<file path="src/hdl/phy_ctrl_pkg.sv">
// constants, carriers and states shared by the link control block
package phy_ctrl_pkg;
  localparam int CLK_MHZ = 100;
  localparam int MAC_FAST_MHZ10 = 250;
  localparam int MAC_SLOW_MHZ10 = 25;
  localparam int MAC_HALF_FAST = (CLK_MHZ * 10) / (2 * MAC_FAST_MHZ10);
  localparam int MAC_HALF_SLOW = (CLK_MHZ * 10) / (2 * MAC_SLOW_MHZ10);
  localparam int SLOW_PHASE_US = 16;
  localparam logic [10:0] SLOW_PHASE_CYCLES = 11'(SLOW_PHASE_US * CLK_MHZ);
  localparam int LINK_WAIT_MS = 330;
  localparam int LINK_WAIT_CYCLES_DEF = LINK_WAIT_MS * CLK_MHZ * 1000;
  localparam logic [4:0] SOFT_RST_CYCLES = 5'h10;
  localparam int COL_TEST_ASSERT_BT = 512;
  localparam int COL_TEST_RELEASE_BT = 4;

  localparam logic [7:0] CTRL_ADDR = 8'h00;
  localparam logic [7:0] STATUS_ADDR = 8'h04;

  localparam int CTRL_SOFT_RESET_BIT = 15;
  localparam int CTRL_LOOPBACK_BIT = 14;
  localparam int CTRL_AUTONEG_BIT = 12;
  localparam int CTRL_POWER_DOWN_BIT = 11;
  localparam int CTRL_ISOLATE_BIT = 10;
  localparam int CTRL_FULL_DUPLEX_BIT = 8;
  localparam int CTRL_COLL_TEST_BIT = 7;
  localparam int CTRL_REPEATER_BIT = 4;
  localparam int CTRL_TEN_MODE_BIT = 3;
  localparam int CTRL_RMII_BIT = 2;
  localparam int CTRL_FAR_ECHO_BIT = 1;
  localparam logic [15:0] CTRL_RESET = 16'h1000;
  localparam logic [15:0] CTRL_WRITABLE = 16'hDD9E;
  localparam logic [15:0] CTRL_PERSIST_MASK = 16'h0014;

  localparam int STS_CARRIER_BIT = 0;
  localparam int STS_COL_BIT = 1;
  localparam int STS_LINK_BIT = 2;
  localparam int STS_MAC_FAST_BIT = 3;
  localparam int STS_STATE_LSB = 8;

  localparam logic [4:0] SYM_J = 5'h18;
  localparam logic [4:0] SYM_K = 5'h11;
  localparam logic [4:0] SYM_T = 5'h0D;
  localparam logic [4:0] SYM_R = 5'h07;
  localparam logic [4:0] SYM_IDLE = 5'h1F;
  localparam logic [9:0] CS_WIN_IDLE = 10'h3FF;

  typedef enum logic [1:0] {link_down, link_wait, link_ready, link_up} link_state_type;
  typedef enum logic [1:0] {cs_idle, cs_pre, cs_frame} cs_state_type;

  typedef struct packed {
    logic en;
    logic er;
    logic [3:0] d;
  } mac_tx_type;

  typedef struct packed {
    logic crs;
    logic crs_dv;
    logic col;
    logic dv;
    logic [3:0] d;
  } mac_rx_type;
endpackage

</file>
<file path="src/hdl/carrier_detect.sv">
// carrier detection on the encoded, unscrambled receive bit stream
`timescale 1ns/100ps
module carrier_detect
  import phy_ctrl_pkg::*;
(
  input wire logic clk,
  input wire logic rst,
  input wire logic bit_strobe,
  input wire logic bit_in,
  output logic carrier
);
  typedef struct packed {
    cs_state_type st;
    logic [9:0] win;
    logic [2:0] cnt;
    logic pend;
    logic pend_idle;
    logic carrier;
  } cs_type;

  cs_type s;
  cs_type next_s;
  logic [9:0] w;

  function automatic logic two_zeros(input logic [9:0] v);
    logic found;
    found = 1'b0;
    for (int i = 0; i < 10; i++) begin
      for (int j = i + 2; j < 10; j++) begin
        if (!v[i] && !v[j]) begin
          found = 1'b1;
        end
      end
    end
    return found;
  endfunction

  assign w = {s.win[8:0], bit_in};
  assign carrier = s.carrier;

  always_comb begin
    next_s = s;
    if (bit_strobe) begin
      next_s.win = w;
      case (s.st)
        cs_idle: begin
          if (two_zeros(w)) begin
            next_s.carrier = 1'b1;
            next_s.st = cs_pre;
          end
        end
        cs_pre: begin
          if (w == CS_WIN_IDLE) begin
            next_s.carrier = 1'b0;
            next_s.st = cs_idle;
          end else if (w == {SYM_J, SYM_K}) begin
            next_s.st = cs_frame;
            next_s.cnt = 3'h0;
            next_s.pend = 1'b0;
          end
        end
        cs_frame: begin
          next_s.cnt = (s.cnt == 3'h4) ? 3'h0 : s.cnt + 3'h1;
          if (s.cnt == 3'h4) begin
            if (s.pend) begin
              if ((!s.pend_idle && w[4:0] == SYM_R) || (s.pend_idle && w[4:0] == SYM_IDLE)) begin
                next_s.st = cs_idle;
                // stream end leaves no stale zeros
                next_s.win = CS_WIN_IDLE;
              end else begin
                next_s.carrier = 1'b1;
                next_s.pend = 1'b0;
              end
            end else if (w[4:0] == SYM_T || w[4:0] == SYM_IDLE) begin
              next_s.carrier = 1'b0;
              next_s.pend = 1'b1;
              next_s.pend_idle = (w[4:0] == SYM_IDLE);
            end
          end
        end
        default: begin
          next_s.st = cs_idle;
        end
      endcase
    end
  end

  always_ff @(posedge clk) begin
    if (rst) begin
      s <= '0;
      s.win <= CS_WIN_IDLE;
    end else begin
      s <= next_s;
    end
  end
endmodule // carrier_detect

</file>
<file path="src/hdl/phy_link_ctrl.sv">
// isolate, reset, carrier, collision, link monitor and loopback control
//
// Implementation choices: the Wishbone slave port and the address map.
`timescale 1ns/100ps
module phy_link_ctrl
  import phy_ctrl_pkg::*;
#(
  parameter int unsigned LINK_WAIT_CYCLES = LINK_WAIT_CYCLES_DEF
) (
  input wire logic clk,
  input wire logic rst,
  input wire logic wb_cyc,
  input wire logic wb_stb,
  input wire logic wb_we,
  input wire logic [7:0] wb_adr,
  input wire logic [3:0] wb_sel,
  input wire logic [31:0] wb_dat_i,
  output logic [31:0] wb_dat_o,
  output logic wb_ack,
  input wire phy_ctrl_pkg::mac_tx_type mac_tx,
  output phy_ctrl_pkg::mac_rx_type mac_rx,
  output logic mac_clk,
  input wire logic line_valid,
  input wire logic autoneg_grant,
  input wire logic link10_status,
  input wire logic rx_code_bit,
  input wire logic rx_code_clk,
  input wire logic [3:0] line_rxd,
  input wire logic line_rx_dv,
  output logic line_tx_en,
  output logic [3:0] line_txd,
  output logic line_echo,
  output logic mac_isolated,
  output logic link_indicator_output
);
  import phy_ctrl_pkg::*;

  typedef struct packed {
    logic [15:0] ctrl;
    logic [4:0] srst_cnt;
    logic ack;
    logic [31:0] dat;
    mac_tx_type tx1;
    mac_tx_type tx2;
    logic lv1;
    logic lv2;
    logic an1;
    logic an2;
    logic l10_1;
    logic l10_2;
    logic rb1;
    logic rb2;
    logic rc1;
    logic rc2;
    logic rc3;
    logic [3:0] lrxd;
    logic lrx_dv;
    link_state_type link;
    logic [25:0] wait_cnt;
    logic [10:0] slow_cnt;
    logic [4:0] div_cnt;
    logic mac_clk;
    mac_rx_type rx;
    logic tx_en;
    logic [3:0] txd;
    logic echo;
    logic isolated;
    logic led;
    logic col;
    logic carrier;
  } state_type;

  state_type s;
  state_type next_s;

  logic carrier;
  logic lb;
  logic pd;
  logic fd_or_rep;
  logic far;
  logic iso;
  logic up;
  logic tx_act;
  logic rx_act;
  logic crs;
  logic col;
  logic link_ok;
  logic mac_fast;
  logic take;
  logic wr;
  logic [15:0] wr_word;
  logic [4:0] half;

  function automatic logic [15:0] merge(input logic [15:0] old, input logic [31:0] d, input logic [3:0] sel);
    logic [15:0] m;
    m = old;
    if (sel[0]) begin
      m[7:0] = d[7:0];
    end
    if (sel[1]) begin
      m[15:8] = d[15:8];
    end
    return m;
  endfunction

  carrier_detect u_carrier (
    .clk(clk),
    .rst(rst),
    .bit_strobe(s.rc2 & ~s.rc3),
    .bit_in(s.rb2),
    .carrier(carrier)
  );

  assign lb = s.ctrl[CTRL_LOOPBACK_BIT];
  assign pd = s.ctrl[CTRL_POWER_DOWN_BIT];
  assign fd_or_rep = s.ctrl[CTRL_FULL_DUPLEX_BIT] | s.ctrl[CTRL_REPEATER_BIT];
  assign far = s.ctrl[CTRL_FAR_ECHO_BIT] & s.ctrl[CTRL_RMII_BIT];
  assign iso = s.ctrl[CTRL_ISOLATE_BIT] | far;
  assign up = (s.link == link_up);
  assign tx_act = s.tx2.en & ~iso;
  assign rx_act = lb ? tx_act : (carrier & ~pd);
  assign crs = fd_or_rep ? rx_act : (rx_act | tx_act);
  assign col = s.ctrl[CTRL_COLL_TEST_BIT] ? tx_act
             : (tx_act & rx_act & ~s.ctrl[CTRL_FULL_DUPLEX_BIT] & ~lb);
  assign link_ok = s.ctrl[CTRL_TEN_MODE_BIT] ? s.l10_2 : up;
  assign mac_fast = (s.slow_cnt == 11'h000) & s.ctrl[CTRL_AUTONEG_BIT];
  assign half = mac_fast ? 5'(MAC_HALF_FAST) : 5'(MAC_HALF_SLOW);
  assign take = wb_cyc & wb_stb & ~s.ack;
  assign wr = s.ack & wb_cyc & wb_stb & wb_we & (wb_adr == CTRL_ADDR) & (s.srst_cnt == 5'h00);
  assign wr_word = merge(s.ctrl, wb_dat_i, wb_sel) & CTRL_WRITABLE;

  always_comb begin
    next_s = s;
    next_s.tx1 = mac_tx;
    next_s.tx2 = s.tx1;
    next_s.lv1 = line_valid;
    next_s.lv2 = s.lv1;
    next_s.an1 = autoneg_grant;
    next_s.an2 = s.an1;
    next_s.l10_1 = link10_status;
    next_s.l10_2 = s.l10_1;
    next_s.rb1 = rx_code_bit;
    next_s.rb2 = s.rb1;
    next_s.rc1 = rx_code_clk;
    next_s.rc2 = s.rc1;
    next_s.rc3 = s.rc2;
    next_s.lrxd = line_rxd;
    next_s.lrx_dv = line_rx_dv;
    next_s.carrier = carrier;
    next_s.col = col;

    next_s.ack = take;
    if (take && !wb_we) begin
      case (wb_adr)
        CTRL_ADDR: begin
          next_s.dat = {16'h0000, s.ctrl};
        end
        STATUS_ADDR: begin
          next_s.dat = '0;
          next_s.dat[STS_CARRIER_BIT] = s.carrier;
          next_s.dat[STS_COL_BIT] = s.col;
          next_s.dat[STS_LINK_BIT] = s.led;
          next_s.dat[STS_MAC_FAST_BIT] = mac_fast;
          next_s.dat[STS_STATE_LSB +: 2] = s.link;
        end
        default: begin
          next_s.dat = '0;
        end
      endcase
    end

    if (wr) begin
      if (wr_word[CTRL_SOFT_RESET_BIT]) begin
        next_s.ctrl = (CTRL_RESET & ~CTRL_PERSIST_MASK) | (s.ctrl & CTRL_PERSIST_MASK);
        next_s.ctrl[CTRL_SOFT_RESET_BIT] = 1'b1;
        next_s.srst_cnt = SOFT_RST_CYCLES;
        next_s.slow_cnt = SLOW_PHASE_CYCLES;
        next_s.link = link_down;
        next_s.wait_cnt = '0;
      end else begin
        next_s.ctrl = wr_word;
      end
    end

    if (s.srst_cnt != 5'h00) begin
      next_s.srst_cnt = s.srst_cnt - 5'h01;
      next_s.slow_cnt = SLOW_PHASE_CYCLES;
      if (s.srst_cnt == 5'h01) begin
        next_s.ctrl[CTRL_SOFT_RESET_BIT] = 1'b0;
      end
    end else if (s.slow_cnt != 11'h000) begin
      next_s.slow_cnt = s.slow_cnt - 11'h001;
    end

    if (s.div_cnt >= half - 5'h01) begin
      next_s.div_cnt = 5'h00;
      next_s.mac_clk = ~s.mac_clk;
    end else begin
      next_s.div_cnt = s.div_cnt + 5'h01;
    end

    if (!s.lv2 || s.srst_cnt != 5'h00) begin
      next_s.link = link_down;
      next_s.wait_cnt = '0;
    end else begin
      case (s.link)
        link_down: begin
          next_s.link = s.ctrl[CTRL_AUTONEG_BIT] ? link_wait : link_up;
          next_s.wait_cnt = '0;
        end
        link_wait: begin
          if (s.wait_cnt >= 26'(LINK_WAIT_CYCLES - 1)) begin
            next_s.link = link_ready;
          end else begin
            next_s.wait_cnt = s.wait_cnt + 26'h0000001;
          end
        end
        link_ready: begin
          if (s.an2) begin
            next_s.link = link_up;
          end
        end
        link_up: begin
          next_s.link = link_up;
        end
        default: begin
          next_s.link = link_down;
        end
      endcase
    end

    next_s.led = link_ok;

    next_s.rx = '0;
    if (!iso) begin
      next_s.rx.crs = crs & ~s.ctrl[CTRL_RMII_BIT];
      next_s.rx.crs_dv = crs & s.ctrl[CTRL_RMII_BIT];
      // overlap collision, none in full duplex or loopback; collision test forces col on transmit
      next_s.rx.col = col;
      next_s.rx.dv = lb ? tx_act : (s.lrx_dv & up);
      next_s.rx.d = lb ? s.tx2.d : s.lrxd;
    end
    next_s.isolated = iso;

    next_s.echo = far;
    if (far) begin
      next_s.tx_en = s.lrx_dv & ~pd;
      next_s.txd = s.lrxd;
    end else begin
      next_s.tx_en = tx_act & up & ~lb & ~pd;
      next_s.txd = (tx_act & up & ~lb & ~pd) ? s.tx2.d : 4'h0;
    end
  end

  always_ff @(posedge clk) begin
    if (rst) begin
      s <= '0;
      s.ctrl <= CTRL_RESET;
      s.slow_cnt <= SLOW_PHASE_CYCLES;
    end else begin
      s <= next_s;
    end
  end

  assign wb_ack = s.ack;
  assign wb_dat_o = s.dat;
  assign mac_rx = s.rx;
  assign mac_clk = s.mac_clk;
  assign line_tx_en = s.tx_en;
  assign line_txd = s.txd;
  assign line_echo = s.echo;
  assign mac_isolated = s.isolated;
  assign link_indicator_output = s.led;
endmodule // phy_link_ctrl

</file>
<file path="config.mk">
export PLATFORM = sky130hd
export DESIGN_NAME = phy_link_ctrl
export DESIGN_NICKNAME = d
export VERILOG_FILES = /design/src/hdl/phy_ctrl_pkg.sv /design/src/hdl/carrier_detect.sv /design/src/hdl/phy_link_ctrl.sv
export SDC_FILE = /design/constraint.sdc
export NUM_CORES = 1
export LEC_CHECK = 0
export ABC_AREA = 0
export BUFFER_PORTS_ARGS = -buffer_cell sky130_fd_sc_hd__buf_2
export CAP_MARGIN = 20
export CORE_MARGIN = 2
export CORE_UTILIZATION = 50
export DETAILED_ROUTE_END_ITERATION = 8
export HOLD_SLACK_MARGIN = 0.02
export PLACE_DENSITY = 0.76
export SKIP_CTS_REPAIR_TIMING = 1
export SYNTH_ARGS = -nofsm -noshare
export SYNTH_HDL_FRONTEND = slang
export SYNTH_SLANG_ARGS = --single-unit
</file>
<file path="constraint.sdc">
create_clock -name clk -period 2.9 [get_ports clk]
set_clock_uncertainty 0.15 [all_clocks]
set_input_delay 0.58 -clock clk [delete_from_list [all_inputs] [get_ports clk]]
set_output_delay 0.58 -clock clk [all_outputs]
set_load 0.005 [all_outputs]
</file>
==> impl_metrics.yaml, run 1 <==
status:
  status: "finished, final reports clean"
placed_design:
  io_buffers: 71
  dp_hpwl_um: 10400
  placed_area_sq_um: 6670
  routabilityCongestion: 0.901
  dp_worst_setup_slack_ns: 0.0732
clock_network:
  cts_tree: "built"
  numCtsBuffers: 17
  cts_max_path_buffers: 2
  clk_latency_ns: 0.42
  clkSinkCount: 136
  cts_max_level: 4
  root_buffer: "clkbuf_16"
  cts.clk_slew.worst_paths_ns: 0.06
cells_and_area:
  final_cell_mix: "dfxtp_1, nor2_1, buf_2"
  syn_to_final_growth_pct: 14.5
  drive_above_1_share_pct: 17.8
  final_core_util_pct: 57.9
  multiInputGateArea_sq_um: 3180
  nFillCells: 1123
  final_common_cell: "dfxtp_1"
  n_antenna_cell: 0
  register_area_sq_um: 2720
  final_nets: 857
  final_cell_area_sq_um: 7250
power:
  power.total_w: 0.00480
  power_leakage_nw: 2.91
  vdd_ir_drop_max_mv: 0.492
  p_per_area_nw_per_um2: 662
timing:
  fin_crit_sh_pct: 97.0
  fmax_ghz: 0.356
  setup_viol: 0
  rsz0062_at_grt: "no"
  tns_ns: 0
  min_period_ns: 2.81
  finalWorstSetupSlack_ns: 0.0882
  relSlewSlack_pct: 47.9
  hold_viol_final: 0
  tightest_slew_ns: 0.770
  maxSlewViolCount: 0
critical_path:
  crit_path_top_delay_cell: "or4b_1"
  worstSetupPathType: "reg -> reg"
  startpoint: "s[124]"
  critPathMaxFanout: 6
  worstPathBufferInverterCount: 1
  max_stage_delay_ns: 0.51
  crit_family: "simple AND/OR/NAND/NOR gates"
  path_common_cell: "or3_1"
  worstPathArrival_ns: 2.95
  crit_chain: "inv_1 -> ha_2 -> or4b_1 -> or2_1 -> or3_1 -> or3_1 -> a21oi_1 -> a311oi_1"
  end_kind: "flop"
  timing.rr.start: "s[124]"
  reg2reg_slack_ns: 0.09
  required_ns: 3.03
  worst_setup_path_start_kind: "flop"
logic_synthesis:
  yosys_warnings: 0
  synth_async_sr_flop_share_pct: 0
  synth_seq_cells: 136
  synthCells: 727
  synth_area_per_cell_sq_um: 8.71
  synth_edf_count: 0
  synth_ff_type: "dfxtp_1"
  synth_cell_types: 68
  ys_seq_area_share_pct: 43.0
  synth_area_sq_um: 6330
detailed_routing:
  drcViolationCount: 0
  viasPerCell: 5.54
  wl_per_cell_um: 15.3
  ant_nets: 0
  drt_first_pass_iters: 5
  drt_iter0_markers: 391
  wl_um: 14800
  vias: 5339
global_route:
  overflow: 0
  grt_antenna_before_repair: 0
  grt_pass1_wl_um: 23500
  grt_pass1_vias: 5043
  grt_use_total_pct: 22.5
  grt_start_max_net_pins: 82
worst_hold_path:
  hp-class: "in -> reg"
  min_from: "line_valid"
floorplan:
  dieArea_sq_um: 13600
  die_h_um: 117
  io_pins: 115
  die_x_um: 117
  core_sq_um: 12500
  start_util_pct: 50.6
  rows: 41
flow_run:
  cap_violations: 0
final cells by class:
cell class	count	area share (%)
Sequential cell	136	37.6
Tap cell	172	2.97
Timing Repair Buffer	90	6.87
Clock buffer	19	5.97
Inverter	21	1.09
Clock inverter	13	1.73
Multi-Input combinational cell	513	43.8
synth_stat cells (7+ instances only):
cell | n | area share (%)
dfxtp_1 | 136 | 43
nor2_1 | 72 | 4.3
nand2_1 | 48 | 2.8
buf_4 | 45 | 5.3
a21oi_1 | 40 | 3.2
nand3_1 | 35 | 2.8
nor2b_1 | 35 | 3.5
clkbuf_1 | 24 | 1.4
inv_1 | 21 | 1.2
a22oi_1 | 17 | 2.0
nand2b_1 | 16 | 1.6
o21ai_0 | 16 | 1.3
nor3_1 | 15 | 1.2
xor2_1 | 15 | 2.1
ha_1 | 13 | 2.6
a211oi_1 | 12 | 1.4
xnor2_1 | 12 | 1.7
a22o_1 | 11 | 1.5
nand4_1 | 10 | 0.99
a31oi_1 | 8 | 0.79
and2_1 | 8 | 0.79
and3_1 | 8 | 0.79
nor4_1 | 8 | 0.79
mux2i_1 | 7 | 1.1
o22ai_1 | 7 | 0.69
or3_1 | 7 | 0.69
per-stage QoR:
step	hold slack [ns]	instances
6_report	0.212	964
5_1_grt	0.203	964
4_1_cts	0.202	964
3_5_place_dp	0.274	932
3_3_place_gp	0.268	932
2_1_floorplan	0.264	745
path summary, 6_finish.rpt:
kind / to / cells past startpoint
setup / recovery: s[62] / 8
hold / removal: next_s[77] / 2
hold reg to reg: s[80] / 1
setup reg to reg: s[62] / 8
state kept, by name, summed over array words and instances, names as in the netlist, 4 cells and up:
| signal | flops |
|---|---|
| line_txd | 4 |
| mac_rx | 8 |
| u_carrier.s | 16 |
| wb_dat_o | 13 |
| s | 75 |
| next_s | 11 |
where the power goes:
| part | internal (W) | switching (W) |
|---|---|---|
| clock | 0.00119 | 0.000851 |
| sequential | 0.00197 | 0.0000989 |
| combinational | 0.000318 | 0.000376 |
| total | 0.00347 | 0.00133 |
routing by layer:
metal | share of wire, % | vias up | GRT usage, % | wire [um]
met4 | 2.6 | 0 | 10.9 | 383
met5 | 0 | - | 0 | 0
li1 | - | 2620 | - | -
met1 | 42 | 2513 | 25.5 | 6210
met2 | 50 | 170 | 38.8 | 7400
met3 | 5.2 | 36 | 6.38 | 763
cells by family after synthesis:
family                     synth area share [%]
xor gates and xnor gates                   3.73
and+or+nand+nor                            23.2
adders and majority gates                  2.57
AOI/OAI and AO/OA                          16.8
muxes                                      2.17
other                                    0.0592
buffers and inverters                      8.44
DFF                                        43.0
(Power assumes the default switching activity.)
==> run 2, diff against run 1 <==
--- a/config.mk
+++ b/config.mk
@@ -11,6 +11,7 @@
 export CORE_MARGIN = 2
 export CORE_UTILIZATION = 50
 export DETAILED_ROUTE_END_ITERATION = 8
+export GPL_TIMING_DRIVEN = 0
 export HOLD_SLACK_MARGIN = 0.02
 export PLACE_DENSITY = 0.76
 export SKIP_CTS_REPAIR_TIMING = 1
==> constraint.sdc (replaced) <==
create_clock -name clk -period 2.9 [get_ports clk]
set_clock_uncertainty 0.15 [all_clocks]
set_input_delay 0.29 -clock clk [delete_from_list [all_inputs] [get_ports clk]]
set_output_delay 0.29 -clock clk [all_outputs]
set_load 0.005 [all_outputs]
==> impl_metrics.yaml, run 2 (same netlist as run 1, synthesis figures left out) <==
global_route:
  grt_use_total_pct: 22.7
  grt_pass1_vias: 5120
  overflow: 0
  grt_pass1_wl_um: 24200
  globalRouteMet3Util_pct: 5.97
  grt_start_max_net_pins: 17
  grtUsageMet2_pct: 38.6
  grt.busiest_layer: "met2"
  met1_usage_pct: 28.1
  grt_antenna_before_repair: 0
floorplan:
  die_h_um: 117
  start_util_pct: 50.6
  io_pins: 115
  die_x_um: 117
  core_sq_um: 12500
  rows: 41
  dieArea_sq_um: 13600
status:
  status: "finished, final reports clean"
placed_design:
  dp_hpwl_um: 10500
  routabilityCongestion: 0.857
  io_buffers: 70
detailed_routing:
  wl_per_cell_um: 14.7
  wl_um: 15300
  drt_iter0_markers: 600
  ant_nets: 0
  viasPerCell: 5.35
  vias: 5583
  drt_first_pass_iters: 5
  drcViolationCount: 0
critical_path:
  startpoint: "s[125]"
  worstSetupPathType: "reg -> reg"
  path_common_cell: "or3_1"
  end_kind: "flop"
  timing.rr.start: "s[125]"
  crit_path_top_delay_cell: "or4b_4"
  crit_chain: "inv_1 -> ha_4 -> or4b_4 -> or2_4 -> or3_1 -> buf_2 -> or3_1 -> a21oi_1 -> a311oi_1"
  max_stage_delay_ns: 0.50
  required_ns: 3.03
  critPathMaxFanout: 9
  worst_setup_path_start_kind: "flop"
  worstPathArrival_ns: 2.92
clock_network:
  clk_latency_ns: 0.42
  cts.clk_slew.worst_paths_ns: 0.06
  cts_tree: "built"
  cts_max_path_buffers: 2
  root_buffer: "clkbuf_16"
  clkSinkCount: 136
  cts_max_level: 4
  numCtsBuffers: 17
timing:
  tightest_slew_ns: 0.956
  whs_ns: 0.00286
  setup_viol: 0
  fmax_ghz: 0.358
  tns_ns: 0
  maxSlewViolCount: 0
  hold_viol_final: 0
  min_period_ns: 2.79
  relSlewSlack_pct: 35.8
  fin_crit_sh_pct: 96.2
power:
  p_sw_w: 0.00132
  power_leakage_nw: 3.26
  clockPowerShare_pct: 43.2
  vdd_ir_drop_max_mv: 0.457
  p_seq_share_pct: 41.4
  internal-power_w: 0.00369
  combPwrFrac_pct: 15.4
  switching_share_pct: 26.3
  p_per_area_nw_per_um2: 635
cells_and_area:
  largest_register_ffs: 75
  final_core_util_pct: 63.0
  drive_above_1_share_pct: 20.4
  n_antenna_cell: 0
  final_cell_mix: "dfxtp_1, buf_2, nor2_1"
  final_common_cell: "dfxtp_1"
  syn_to_final_growth_pct: 24.5
  final_nets: 938
  nFillCells: 1110
  top_register: "s"
worst_hold_path:
  hp-class: "in -> reg"
  min_from: "wb_dat_i[2]"
flow_run:
  cap_violations: 0
run 2: path summary, 6_finish.rpt:
kind / end / slack (ns) / cells after the start
setup reg to reg: s[62] / 0.11 / 9
setup / recovery: s[62] / 0.11 / 9
hold reg to reg: next_s[68] / 0.29 / 1
hold / removal: s[131] / 0.003 / 3
run 2: routing by layer:
layer  routed length [um]  vias up
met3                  787       26
met4                  295        0
met2                 7700      171
li1                     -     2781
met1                 6510     2605
met5                    0        -
run 2: cell type report:
class                   instances  area (sq um)  area share [%]
multi-input cells             513          3210            40.7
flip-flops and latches        136          2720            34.5
inverters                      21          78.8            1.00
well taps                     172           215            2.73
clock inverters                 9           118            1.49
plain buffers                  75           455            5.78
repair buffers                 96           603            7.65
clock buffers                  21           480            6.10
run 2: through the flow:
| step | setup WS, ns | cell area [sq um] | std cells | total power [W] |
|---|---|---|---|---|
| 4_1_cts | -0.317 | 7570 | 1017 | 0.00488 |
| 3_3_place_gp | -0.199 | 6970 | 987 | 0.00271 |
| 3_5_place_dp | -0.276 | 6970 | 987 | 0.00273 |
| 6_report | 0.110 | 7880 | 1043 | 0.00500 |
| 5_1_grt | -0.0838 | 7880 | 1043 | 0.00522 |
| 2_1_floorplan | 0.143 | 6410 | 745 | 0.00258 |
run 2: worst max-delay path, delay by kind of cell (launching register included):
kind,cells,cell delay (ns)
buf+inv,2,0.35
simple gates,4,1.44
compound gates,2,0.22
flops,1,0.30
fa+ha+maj,1,0.19
run 2: power groups by stage:
stage	sequential (W)	clock (W)	combinational (W)
floorplan	0.00207	0	0.000511
global placement	0.00208	0	0.000626
detailed placement	0.00209	0	0.000641
CTS	0.00205	0.00218	0.000655
global route	0.00208	0.00228	0.000864
finish	0.00207	0.00216	0.000772
==> run 3, diff against run 2 <==
--- a/config.mk
+++ b/config.mk
@@ -12,7 +12,7 @@
 export CORE_UTILIZATION = 50
 export DETAILED_ROUTE_END_ITERATION = 8
 export GPL_TIMING_DRIVEN = 0
-export HOLD_SLACK_MARGIN = 0.02
+export HOLD_SLACK_MARGIN = 0.05
 export PLACE_DENSITY = 0.76
 export SKIP_CTS_REPAIR_TIMING = 1
 export SYNTH_ARGS = -nofsm -noshare
==> impl_metrics.yaml, run 3 (same netlist as run 1, synthesis figures left out) <==
timing:
  tns_ns: 0
  relSlewSlack_pct: 36.2
  setup_viol: 0
  tightest_slew_ns: 0.950
  fin_crit_sh_pct: 96.2
  whs_ns: 0.0185
  hold_viol_final: 0
  maxSlewViolCount: 0
  min_period_ns: 2.79
  fmax_ghz: 0.358
clock_network:
  cts.clk_slew.worst_paths_ns: 0.06
  cts_max_level: 4
  clkSinkCount: 136
  root_buffer: "clkbuf_16"
  cts_max_path_buffers: 2
  cts_tree: "built"
  numCtsBuffers: 17
  clk_latency_ns: 0.42
floorplan:
  core_sq_um: 12500
  dieArea_sq_um: 13600
  die_x_um: 117
  rows: 41
  io_pins: 115
  die_h_um: 117
  start_util_pct: 50.6
critical_path:
  r2r-end: "s[62]"
  r2r_cells: 9
  max_stage_delay_ns: 0.49
  worstSetupPathType: "reg -> reg"
  worstPathArrival_ns: 2.92
  crit_path_top_delay_cell: "or4b_4"
  critPathMaxFanout: 9
  worst_setup_path_start_kind: "flop"
  path_common_cell: "or3_1"
  timing.rr.start: "s[125]"
  crit_chain: "inv_1 -> ha_4 -> or4b_4 -> or2_4 -> or3_1 -> buf_2 -> or3_1 -> a21oi_1 -> a311oi_1"
  required_ns: 3.03
  reg2reg_slack_ns: 0.11
  end_kind: "flop"
detailed_routing:
  wl_per_cell_um: 14.7
  drt_iter0_markers: 558
  viasPerCell: 5.33
  drt_first_pass_iters: 7
  drcViolationCount: 0
  vias: 5560
  ant_nets: 0
  wl_um: 15300
placed_design:
  io_buffers: 70
  routabilityCongestion: 0.857
  dp_hpwl_um: 10500
worst_hold_path:
  whs_endpoint: "s[130]"
  hp-class: "in -> reg"
  holdPathStages: 3
  min_from: "wb_dat_i[1]"
cells_and_area:
  final_common_cell: "dfxtp_1"
  register_area_sq_um: 2720
  top_register: "s"
  final_cell_mix: "dfxtp_1, buf_2, nor2_1"
  n_antenna_cell: 0
  final_nets: 939
  largest_register_ffs: 75
  syn_to_final_growth_pct: 24.6
  nFillCells: 1107
  final_core_util_pct: 63.1
  multiInputGateArea_sq_um: 3210
  drive_above_1_share_pct: 20.4
global_route:
  overflow: 0
  grt_pass1_vias: 5120
  grt_pass1_wl_um: 24200
  grt_use_total_pct: 22.7
  grt_antenna_before_repair: 0
  grt_start_max_net_pins: 17
flow_run:
  cap_violations: 0
status:
  status: "finished, final reports clean"
power:
  power_leakage_nw: 3.26
  p_per_area_nw_per_um2: 634
  vdd_ir_drop_max_mv: 0.457
## run 3: metal layers
metal / wire (um) / part of all wire, % / global-route usage, %
met5: 0 / 0 / 0
met4: 310 / 2.0 / 7.61
met3: 731 / 4.8 / 5.97
met2: 7660 / 50 / 38.6
met1: 6610 / 43 / 28.1
## run 3: cell type report
class / instances / area share, %
inverter: 21 / 0.999
buffer: 75 / 5.77
multi-input combinational: 513 / 40.7
sequential: 136 / 34.5
timing repair buffer: 97 / 7.77
clock buffer: 21 / 6.09
clock inverter: 9 / 1.49
tap: 172 / 2.73
## run 3: worst max-delay path by stage
stage                       from  endpoint  slack [ns]  cells after the start
final                     s[125]     s[62]        0.11                      9
after detailed placement   s[26]     s[22]       -0.28                      9
after global placement     s[26]     s[22]       -0.20                      9
after CTS                  s[26]   mac_clk       -0.32                      9
after global routing       s[26]     s[23]       -0.08                      9
after floorplan            s[26]   mac_clk        0.14                      9
## run 3: metrics by stage
| step | power (W) | setup WS (ns) | cells | area (sq um) |
|---|---|---|---|---|
| after floorplan | 0.00258 | 0.143 | 745 | 6410 |
| after global placement | 0.00271 | -0.199 | 987 | 6970 |
| after detailed placement | 0.00273 | -0.276 | 987 | 6970 |
| after CTS | 0.00488 | -0.317 | 1017 | 7570 |
| after global routing | 0.00522 | -0.0838 | 1044 | 7890 |
| final | 0.00500 | 0.110 | 1044 | 7890 |
## run 3: worst max-delay path: cells and delay by family, from the launching register on
| family | cells | cell delay, ns |
|---|---|---|
| simple gates | 4 | 1.43 |
| fa+ha+maj | 1 | 0.19 |
| buf+inv | 2 | 0.36 |
| flops | 1 | 0.30 |
| compound gates | 2 | 0.21 |
## run 3: report_power, final
part	leakage [nW]	total [W]	internal [W]	switching [W]
sequential	1.11	0.00207	0.00197	0.0000974
clock	0.284	0.00216	0.00135	0.000810
combinational	1.87	0.000771	0.000362	0.000410
total	3.26	0.00500	0.00369	0.00132
